--- config.mk ---
export PLATFORM = sky130hd
export DESIGN_NAME = alarm_monitor
export DESIGN_NICKNAME = d
export VERILOG_FILES = /design/src/alarm_pkg.sv /design/src/edge_watchdog.sv /design/src/alarm_monitor.sv
export SDC_FILE = /design/constraint.sdc
export NUM_CORES = 1
export LEC_CHECK = 0
export BUFFER_PORTS_ARGS = -buffer_cell sky130_fd_sc_hd__buf_2
export CORE_ASPECT_RATIO = 1.2
export CORE_MARGIN = 4
export CORE_UTILIZATION = 30
export DETAILED_ROUTE_END_ITERATION = 16
export GPL_ROUTABILITY_DRIVEN = 0
export PLACE_DENSITY_LB_ADDON = 0.1
export SLEW_MARGIN = 20
export SYNTH_ARGS = -nofsm -noshare
export SYNTH_HDL_FRONTEND = slang
export SYNTH_SLANG_ARGS = --single-unit
--- constraint.sdc ---
create_clock -name I_CLK -period 1.8 [get_ports I_CLK]
set_input_delay 0.09 -clock I_CLK [delete_from_list [all_inputs] [get_ports I_CLK]]
set_output_delay 0.09 -clock I_CLK [all_outputs]
set_load 0.02 [all_outputs]
--- src/alarm_pkg.sv ---
// shared constants for the input alarm monitor
package alarm_pkg;
   // alarm status bit positions
   localparam int ALM_W = 8;
   localparam int BIT_PATTERN = 0;
   localparam int BIT_PLL = 1;
   localparam int BIT_RPARITY = 2;
   localparam int BIT_FPARITY = 3;
   localparam int BIT_BLKPARITY = 4;
   localparam int BIT_COLLISION = 5;
   localparam int BIT_CONVCLK_GONE = 6;
   localparam int BIT_STROBE_GONE = 7;
   // shutoff configuration bit positions
   localparam int SHUT_W = 3;
   localparam int SHUT_CONVCLK = 0;
   localparam int SHUT_STROBE = 1;
   localparam int SHUT_COLLISION = 2;
   localparam logic [ALM_W-1:0] ALARM_RESET = 8'h00;
   localparam logic [ALM_W-1:0] MASK_RESET = 8'hFF;
   // clock-loss timeout: strobe bench period 160 ns, allow 2 us silence
   localparam int CLK_PERIOD_NS = 8;
   localparam int GONE_TIME_NS = 2000;
   localparam int GONE_CYCLES = GONE_TIME_NS / CLK_PERIOD_NS;
   localparam int GONE_CNT_W = 9;
   localparam int DATA_W = 16;
   localparam int BYTE_W = 8;
endpackage : alarm_pkg

--- src/edge_watchdog.sv ---
// watchdog that reports when a sampled clock stops toggling
`timescale 1ns/1ps
module edge_watchdog
   import alarm_pkg::*;
(
   input wire logic i_clk,
   input wire logic i_rstn,
   input wire logic i_edge,
   output logic o_gone
);
   logic [GONE_CNT_W-1:0] cnt_q, cnt_d;
   logic gone_d;

   always_comb begin
      cnt_d = cnt_q;
      gone_d = 1'b0;
      if (i_edge) begin
         cnt_d = '0;
      end else if (cnt_q != GONE_CNT_W'(GONE_CYCLES)) begin
         cnt_d = cnt_q + 1'b1;
      end
      if (cnt_q == GONE_CNT_W'(GONE_CYCLES)) begin
         gone_d = 1'b1;
      end
   end

   always_ff @(posedge i_clk or negedge i_rstn) begin
      if (!i_rstn) begin
         cnt_q <= '0;
         o_gone <= 1'b0;
      end else begin
         cnt_q <= cnt_d;
         o_gone <= gone_d;
      end
   end
endmodule : edge_watchdog

--- src/alarm_monitor.sv ---
// alarm monitor: sticky flags, mask, alarm pin and output shutoff
`timescale 1ns/1ps
// ----------------------------------------------------------------
// Overview of operation
// - pattern mismatch while checking sets the pattern flag
// - pll losing lock sets the pll flag
// - rising-edge word plus parity bit failing check sets rising flag
// - falling-edge word plus parity bit failing check sets falling flag
// - block parity from frame marker mismatch sets block flag
// - enabled clock-loss or collision alarms force outputs off
// - mask register picks which alarms may drive the alarm pin
// - unmasked alarm raises pin; an enabled shutoff alarm shuts outputs even when masked
// - byte-wide format passes only the lower eight lanes to the data output
// - upper lanes in byte-wide format still feed the word parity, block parity and pattern checks
// - flags stay set until host clears them
// - equal fifo pointers raise the collision flag
// - word parity counts ones of sixteen lanes plus parity input
// - separate flags for conversion and strobe clock loss
// ----------------------------------------------------------------
module alarm_monitor
   import alarm_pkg::*;
(
   input wire logic I_CLK,
   input wire logic I_RSTN,
   input wire logic I_STROBE_CLK,
   input wire logic I_CONV_CLK,
   input wire logic [alarm_pkg::DATA_W-1:0] I_DATA,
   input wire logic I_PARITY,
   input wire logic I_FRAME,
   input wire logic I_PLL_LOCKED,
   input wire logic [2:0] I_WR_PTR,
   input wire logic [2:0] I_RD_PTR,
   input wire logic [alarm_pkg::DATA_W-1:0] I_PATTERN_KEY,
   input wire logic I_PATTERN_ENA,
   input wire logic I_WORD_PARITY_ENA,
   input wire logic I_FRAME_PARITY_ENA,
   input wire logic I_ODD_PARITY,
   input wire logic I_BYTE_WIDE,
   input wire logic [alarm_pkg::ALM_W-1:0] I_ALARM_MASK,
   input wire logic [alarm_pkg::SHUT_W-1:0] I_SHUTOFF_CFG,
   input wire logic [alarm_pkg::ALM_W-1:0] I_ALARM_CLEAR,
   input wire logic I_TX_GATE_PIN,
   input wire logic I_TX_GATE_BIT,
   output logic [alarm_pkg::ALM_W-1:0] O_ALARM_STATUS,
   output logic O_EVENT,
   output logic O_TX_ENABLE,
   output logic [alarm_pkg::DATA_W-1:0] O_RX_DATA
);
   import alarm_pkg::*;

   // ----------------------------------------------------------------
   // input synchronisers
   // ----------------------------------------------------------------
   localparam int NSYNC = DATA_W + 7;
   logic [NSYNC-1:0] s1_q, s2_q, s1_d;
   logic [NSYNC-1:0] s2_d;
   logic strb_prev_q, strb_prev_d;
   logic conv_prev_q, conv_prev_d;

   always_comb begin
      s1_d = {I_STROBE_CLK, I_CONV_CLK, I_PARITY, I_FRAME, I_PLL_LOCKED,
              (I_WR_PTR == I_RD_PTR), 1'b0, I_DATA};
      s2_d = s1_q;
      strb_prev_d = s2_q[NSYNC-1];
      conv_prev_d = s2_q[NSYNC-2];
   end

   always_ff @(posedge I_CLK or negedge I_RSTN) begin
      if (!I_RSTN) begin
         s1_q <= '0;
         s2_q <= '0;
         strb_prev_q <= 1'b0;
         conv_prev_q <= 1'b0;
      end else begin
         s1_q <= s1_d;
         s2_q <= s2_d;
         strb_prev_q <= strb_prev_d;
         conv_prev_q <= conv_prev_d;
      end
   end

   logic strobe, conv, par_in, frame, locked, ptr_eq;
   logic [DATA_W-1:0] data_raw;
   assign strobe = s2_q[NSYNC-1];
   assign conv = s2_q[NSYNC-2];
   assign par_in = s2_q[NSYNC-3];
   assign frame = s2_q[NSYNC-4];
   assign locked = s2_q[NSYNC-5];
   assign ptr_eq = s2_q[NSYNC-6];
   assign data_raw = s2_q[DATA_W-1:0];

   logic strb_rise, strb_fall, conv_edge;
   assign strb_rise = strobe & ~strb_prev_q;
   assign strb_fall = ~strobe & strb_prev_q;
   assign conv_edge = conv ^ conv_prev_q;

   // ----------------------------------------------------------------
   // lane selection and parity
   // ----------------------------------------------------------------
   function automatic logic word_odd(input logic [DATA_W-1:0] w,
                                     input logic p);
      word_odd = ^{w, p};
   endfunction : word_odd

   // upper lanes dropped for the data path in byte-wide format
   logic [DATA_W-1:0] data_used;
   always_comb begin
      data_used = data_raw;
      if (I_BYTE_WIDE) begin
         data_used = {{BYTE_W{1'b0}}, data_raw[BYTE_W-1:0]};
      end
   end

   // checks see all 17 lines; source keeps unused lanes fixed
   logic word_bad;
   assign word_bad = word_odd(data_raw, par_in) != I_ODD_PARITY;

   // ----------------------------------------------------------------
   // block parity on frame marker
   // ----------------------------------------------------------------
   logic blk_acc_q, blk_acc_d;
   logic blk_wait_q, blk_wait_d;
   logic blk_done_q, blk_done_d;
   logic frame_prev_q, frame_prev_d;
   logic blk_err;

   always_comb begin
      blk_acc_d = blk_acc_q;
      blk_wait_d = blk_wait_q;
      blk_done_d = blk_done_q;
      frame_prev_d = frame_prev_q;
      blk_err = 1'b0;
      if (strb_rise) begin
         frame_prev_d = frame;
         if (frame & ~frame_prev_q) begin
            // block ends here; its parity arrives on the next fall
            blk_done_d = blk_acc_q ^ (^data_raw);
            blk_acc_d = 1'b0;
            blk_wait_d = 1'b1;
         end else begin
            blk_acc_d = blk_acc_q ^ (^data_raw);
         end
      end else if (strb_fall) begin
         blk_acc_d = blk_acc_q ^ (^data_raw);
         if (blk_wait_q) begin
            blk_wait_d = 1'b0;
            blk_err = frame != blk_done_q;
         end
      end
   end

   always_ff @(posedge I_CLK or negedge I_RSTN) begin
      if (!I_RSTN) begin
         blk_acc_q <= 1'b0;
         blk_wait_q <= 1'b0;
         blk_done_q <= 1'b0;
         frame_prev_q <= 1'b0;
      end else begin
         blk_acc_q <= blk_acc_d;
         blk_wait_q <= blk_wait_d;
         blk_done_q <= blk_done_d;
         frame_prev_q <= frame_prev_d;
      end
   end

   // ----------------------------------------------------------------
   // clock-loss watchdogs
   // ----------------------------------------------------------------
   logic strobe_gone, conv_gone;

   edge_watchdog u_strobe_wd (
      .i_clk(I_CLK),
      .i_rstn(I_RSTN),
      .i_edge(strb_rise | strb_fall),
      .o_gone(strobe_gone)
   );

   edge_watchdog u_conv_wd (
      .i_clk(I_CLK),
      .i_rstn(I_RSTN),
      .i_edge(conv_edge),
      .o_gone(conv_gone)
   );

   // ----------------------------------------------------------------
   // sticky alarm flags
   // ----------------------------------------------------------------
   logic [ALM_W-1:0] ev, alarm_q, alarm_d;
   logic [DATA_W-1:0] rx_q, rx_d;
   logic event_d, txen_d, kill;

   always_comb begin
      ev = '0;
      ev[BIT_PATTERN] = I_PATTERN_ENA & (strb_rise | strb_fall)
                        & (data_raw != I_PATTERN_KEY);
      ev[BIT_PLL] = ~locked;
      ev[BIT_RPARITY] = I_WORD_PARITY_ENA & strb_rise & word_bad;
      ev[BIT_FPARITY] = I_WORD_PARITY_ENA & strb_fall & word_bad;
      ev[BIT_BLKPARITY] = I_FRAME_PARITY_ENA & blk_err;
      ev[BIT_COLLISION] = ptr_eq;
      ev[BIT_CONVCLK_GONE] = conv_gone;
      ev[BIT_STROBE_GONE] = strobe_gone;
      // set wins over a clear in the same cycle
      alarm_d = (alarm_q & ~I_ALARM_CLEAR) | ev;
      event_d = |(alarm_d & ~I_ALARM_MASK);
      kill = (I_SHUTOFF_CFG[SHUT_CONVCLK] & alarm_d[BIT_CONVCLK_GONE])
           | (I_SHUTOFF_CFG[SHUT_STROBE] & alarm_d[BIT_STROBE_GONE])
           | (I_SHUTOFF_CFG[SHUT_COLLISION] & alarm_d[BIT_COLLISION]);
      txen_d = I_TX_GATE_PIN & I_TX_GATE_BIT & ~kill;
      rx_d = rx_q;
      if (strb_rise | strb_fall) begin
         rx_d = data_used;
      end
   end

   always_ff @(posedge I_CLK or negedge I_RSTN) begin
      if (!I_RSTN) begin
         alarm_q <= ALARM_RESET;
         O_EVENT <= 1'b0;
         O_TX_ENABLE <= 1'b0;
         rx_q <= '0;
      end else begin
         alarm_q <= alarm_d;
         O_EVENT <= event_d;
         O_TX_ENABLE <= txen_d;
         rx_q <= rx_d;
      end
   end

   assign O_ALARM_STATUS = alarm_q;
   assign O_RX_DATA = rx_q;
endmodule : alarm_monitor

---- Word-level counts from Yosys, hierarchy flattened ----
Cells that the tools add are included.
storage, ports and cells
  flip-flop bits (word level) ............. 96
  input bits .............................. 71
cells by class
  $add $sub $neg .......................... 2
  eq/ne operators ......................... 9
  mux-type cells .......................... 16
  bitwise logic cells ..................... 30
  reductions and logical operators ........ 8
operators by type and width
  operator                                        count
  two-way mux 9 bit                               4
  adder 9 x 1 -> 9 bit (second input constant)    2
  == test 9 x 8 -> 1 bit (second input constant)  2
  != test 9 x 8 -> 1 bit (second input constant)  2
  parity 17 bit                                   1
  bitwise AND 8 bit                               2
  two-way mux 16 bit                              1
  != test 16 bit                                  1
  inverter 8 bit                                  2
  parity 16 bit                                   1
  bitwise AND 1 bit                               15
  two-way mux 1 bit                               11
  bitwise OR 8 bit                                1
  OR reduction 8 bit                              1
  nonzero test 2 bit                              3
  inverter 1 bit                                  5
  AND reduction 2 bit                             2
  == test 3 bit                                   1
  bitwise OR 1 bit                                3
  != test 1 bit                                   2
  != test 2 x 1 -> 1 bit (second input constant)  1
  XOR 1 bit                                       2

---- Logic depth before layout (Yosys ltp) ----
  word-level depth ........................ 11
  gate-level depth with buffers ........... 8
  depth with buffers taken out ............ 8

---- By module ----
Synthesis repeated with hierarchy kept, for this count alone.
unflattened totals
  cell total of the unflattened synthesis .. 310
  area total of the unflattened synthesis .. 3806.2 sq um
by module, submodules not included
  module         times used  cells each  area an instance (sq um)
  alarm_monitor  1           212         2822.7
  edge_watchdog  2           49          491.7

---- Worst setup path before layout ----
No wires, ideal clock.
  path type ............................... reg-to-reg
  from .................................... register s2_q[22]
  to ...................................... register rx_q[1] (netlist: O_RX_DATA[1])
  data arrival time ....................... 1628 ps
  required time ........................... 1675 ps
  path slack .............................. 47 ps
  stages on the path, launching flop included .. 6
  path buffers ............................ 2
  cells stage by stage .................... dfrtp_1 inv_1 ha_1 clkbuf_1 clkbuf_1 mux2_2
between the ends
  longest elaborated chain between the ends .. 3
  elaborated cells on any way between the ends .. 4
ends and longest elaborated chain
  item                    line                  text
  from (decl)             alarm_monitor.sv:55   logic [NSYNC-1:0] s1_q, s2_q, s1_d;
  from (signal assigned)  alarm_monitor.sv:71   s2_q <= '0;
  from (signal assigned)  alarm_monitor.sv:76   s2_q <= s2_d;
  inverter 1 bit          alarm_monitor.sv:94   assign strb_fall = ~strobe & strb_prev_q;
  bitwise AND 1 bit       alarm_monitor.sv:94
  bitwise OR 1 bit (*)    alarm_monitor.sv:211  if (strb_rise | strb_fall) begin
  to (signal assigned)    alarm_monitor.sv:226  rx_q <= rx_d;
  to (decl)               alarm_monitor.sv:189  logic [DATA_W-1:0] rx_q, rx_d;
Every way passes the cells marked *; elsewhere a longest branch is shown, timed or not.
A chain may end at the register's enable or synchronous reset.

---- Worst setup path in the final report ----
  from .................................... register s2_q[10]
  to ...................................... register blk_done_q
between the ends
  longest elaborated chain between the ends .. 2
ends and longest elaborated chain
  item                  line                  text
  parity 16 bit         alarm_monitor.sv:137  blk_done_d = blk_acc_q ^ (^data_raw);
  XOR 1 bit             alarm_monitor.sv:137
  to (signal assigned)  alarm_monitor.sv:161  blk_done_q <= blk_done_d;
  to (decl)             alarm_monitor.sv:123  logic blk_done_q, blk_done_d;
No other way between the ends.

==> summary.txt <==
Run status
  – Status: completed

Clock tree
  – CTS tree: yes
  – Clock Path Buffers: 2
  – Sinks on Clock Net: 96
  – Worst-Skew Late Latency: 340 ps
  – Clk slew on worst S/H paths: 70 ps
  – Total number of H-tree levels: 3
  – Root Buffer: clkbuf_16
  – CTS Buf Count: 9

Critical path
  – CP Capture Type: flop
  – Reg-to-Reg End: blk_done_q
  – Reg2Reg Depth: 6
  – Worst Setup SP: s2_q[10]
  – CP dominant cell by count: xnor2_2
  – Critical path arrival: 1950 ps
  – Slowest cell delay on critical path: 440 ps
  – CP cell instances: xnor2_2 > xnor2_2 > xnor2_2 > xnor2_2 > xor2_1 > mux2_4
  – Req. time, crit path: 2020 ps
  – Critical path type: reg -> reg
  – Crit start category: flop
  – Crit-path max FO: 3
  – Worst r2r src: s2_q[10]
  – CP max stage cell: dfrtp_1
  – FF-to-FF setup slack: 70 ps

Logic synthesis
  – Ys flop type: dfrtp_1
  – Synthesized area per cell: 12.87 um^2
  – Yosys top cell by area: dfrtp_1
  – Xor/xnor share of the synthesized area: 11.90%
  – Most frequent cells after synthesis: 96 x dfrtp_1, 28 x xor2_1, 20 x inv_1
  – Post-Synth Simple-Gate Area: 9.691%
  – Post-synth EDFFs: 0
  – Post-synth cell types: 36
  – Synth Cell Area: 3731 um^2
  – Mux share of post-synthesis cell area: 3.286%
  – Seq cells post-synth: 96
  – Post-synthesis sequential area ratio: 64.39%
  – Net Count, Synth: 367
  – Yosys warning total: 0
  – Syn Inst Count: 290
  – Cell with the most instances after synthesis: dfrtp_1
  – Top cells by area, synth: dfrtp_1 64%, xor2_1 6.6%, xnor2_1 4.5%
  – Largest family of logic cells by synthesized area: XOR/XNOR gates
  – Post-synth top area share: 64.39%
  – Asr flop ratio synth: 100.0%
  – Post-synthesis compound-gate area fraction: 6.405%
  – Adder-Cell Fraction of Synth Area: 2.012%

Global routing
  – Grt ovf: 0
  – Largest net degree at the start of global routing: 37
  – Vias in the first global route: 2656
  – Total track usage: 12.45%
  – First-pass GRT wire length: 13140 um
  – Initial antenna violation count: 0

Min path
  – WHS Path Cells: 2
  – Min-Delay Path Class: in -> reg
  – Hold EP: O_TX_ENABLE
  – Worst Hold Launch: I_TX_GATE_BIT

Pwr
  – Pwr/cell area: 1079 nW/um^2
  – Pint: 4.183 mW
  – Sw Share: 24.84%
  – Reg power frac: 44.3%
  – Combinational share of power: 16.0%
  – Max rail drop VDD: 0.5098 mV
  – Clock Power Share: 39.7%
  – Leakage power: 2.496 nW
  – NetSw: 1.382 mW

Die
  – Die area: 14290 um^2
  – Initial cell density of the core: 30.67%
  – Die span in y: 130.2 um
  – Die X-Extent: 109.8 um
  – Row count: 44
  – Core ar.: 12170 um^2
  – I/O pins: 97

STA
  – Crit share post-route: 96.22%
  – Final Hold Viols: 0
  – RSZ-0062 raised after global routing: true
  – Final max-slew violation count: 0
  – Clock skew: 4.960 ps
  – Final setup fails: 0
  – WHS: 20.17 ps
  – Setup ws final: 68.06 ps
  – Post-layout minimum cycle time: 1732 ps
  – Tightest Pin Transition: 526.7 ps
  – Slew headroom: 64.76%
  – F_max: 577.4 MHz

Drt
  – Total number of vias: 2509
  – DRT iter0 DRCs: 81
  – DRT Wirelength: 8166 um
  – Routed Antenna Nets: 0
  – WL/cell: 13.75 um
  – Drt via density: 4.224
  – DRC viols: 0
  – DRT Pass-1 Iters: 4

Placement
  – Dpl hpwl: 6095 um
  – PortBufs: 96
  – Pre-CTS setup slack: 33.04 ps
  – DP Area: 4487 um^2

Cells and area
  – Layout cells sized above 1: 32.10%
  – Fin nets: 505
  – Area Growth Syn to Fin: 38.23%
  – Finished Cell Area: 5157 um^2
  – Antenna fix cells: 0

Job
  – Max Cap Viol: 0
[worst max-delay path, delay by kind of cell (launching register included)]
family        cells  cell delay, ps
XOR/XNOR          5             920
flip-flops        1             440
multiplexers      1             260
[per-layer routing]
metal  up-vias  part of all wire (%)  global-route usage, %
li1       1246                     -                      -
met1      1191                    44                  15.37
met2        60                    49                  20.29
met3        12                   5.0                  3.117
met4         0                   1.9                  5.943
met5         -                     0                      0
[cells by family (layout without fill, tap and decap cells)]
family,count (synthesis),in the layout
xor+xnor,49,49
simple gates,70,70
fa+ha+maj,6,6
mux,11,11
flops,96,96
buf+inv,23,166
compound gates,35,35
[how the worst max path moves through the flow]
stage | endpoint | slack (ps) | depth (start not counted)
after floorplan | O_RX_DATA[1] | 50 | 5
after global placement | O_ALARM_STATUS[2] | 80 | 6
after detailed placement | O_ALARM_STATUS[2] | 30 | 6
after CTS | O_ALARM_STATUS[2] | 20 | 6
after global routing | blk_done_q | -30 | 6
final | blk_done_q | 70 | 6
[layout make-up]
cell class	instances	area, um^2
Clock inverter	6	115.1
Tap cell	161	201.4
Multi-Input combinational cell	171	1284
Fill cell	1141	7009
Sequential cell	96	2402
Clock buffer	10	239.0
Inverter	20	75.07
Timing Repair Buffer	130	840.8
[stage by stage]
step	util [%]	cells	power (mW)	TNS, ps
after floorplan	-	290	2.977	0
after CTS	41.93	592	5.625	0
after global placement	36.88	550	3.325	0
after global routing	42.39	594	5.848	-27.08
final	42.39	594	5.566	0
after detailed placement	36.88	550	3.331	0
[layout by cell type (no fill, tap or decap), types with 6 or more instances in the layout]
cell	instances
a22o_1	7
buf_2	95
buf_4	6
clkbuf_16	9
dfrtp_1	96
dlygate4sd3_1	26
ha_1	6
inv_1	20
mux2_2	9
nand2_1	14
nand3_1	8
nor2_1	17
o21ai_0	8
xnor2_1	14
xnor2_2	7
xor2_1	28
[registers in the layout, indices dropped and copies added (netlist names), 8 cells and up]
register,count
O_ALARM_STATUS,8
O_RX_DATA,16
s1_q,22
s2_q,22
u_conv_wd.cnt_q,9
u_strobe_wd.cnt_q,9
[power groups by stage]
stage	Sequential, mW	Clock (mW)	Combinational [mW]
finish	2.47	2.21	0.889
CTS	2.47	2.29	0.868
global route	2.49	2.37	0.983
floorplan	2.57	0	0.406
detailed placement	2.51	0	0.823
global placement	2.51	0	0.816
[repair_timing]
action                                 4_1_cts  5_1_grt
hold buffers                                26        0
setup buffers                                0        2
endpoints found under the hold margin       57        0
setup endpoints to repair                    0        5
gates resized for setup                      0        7
No activity file was read; power rests on OpenSTA's default activity.
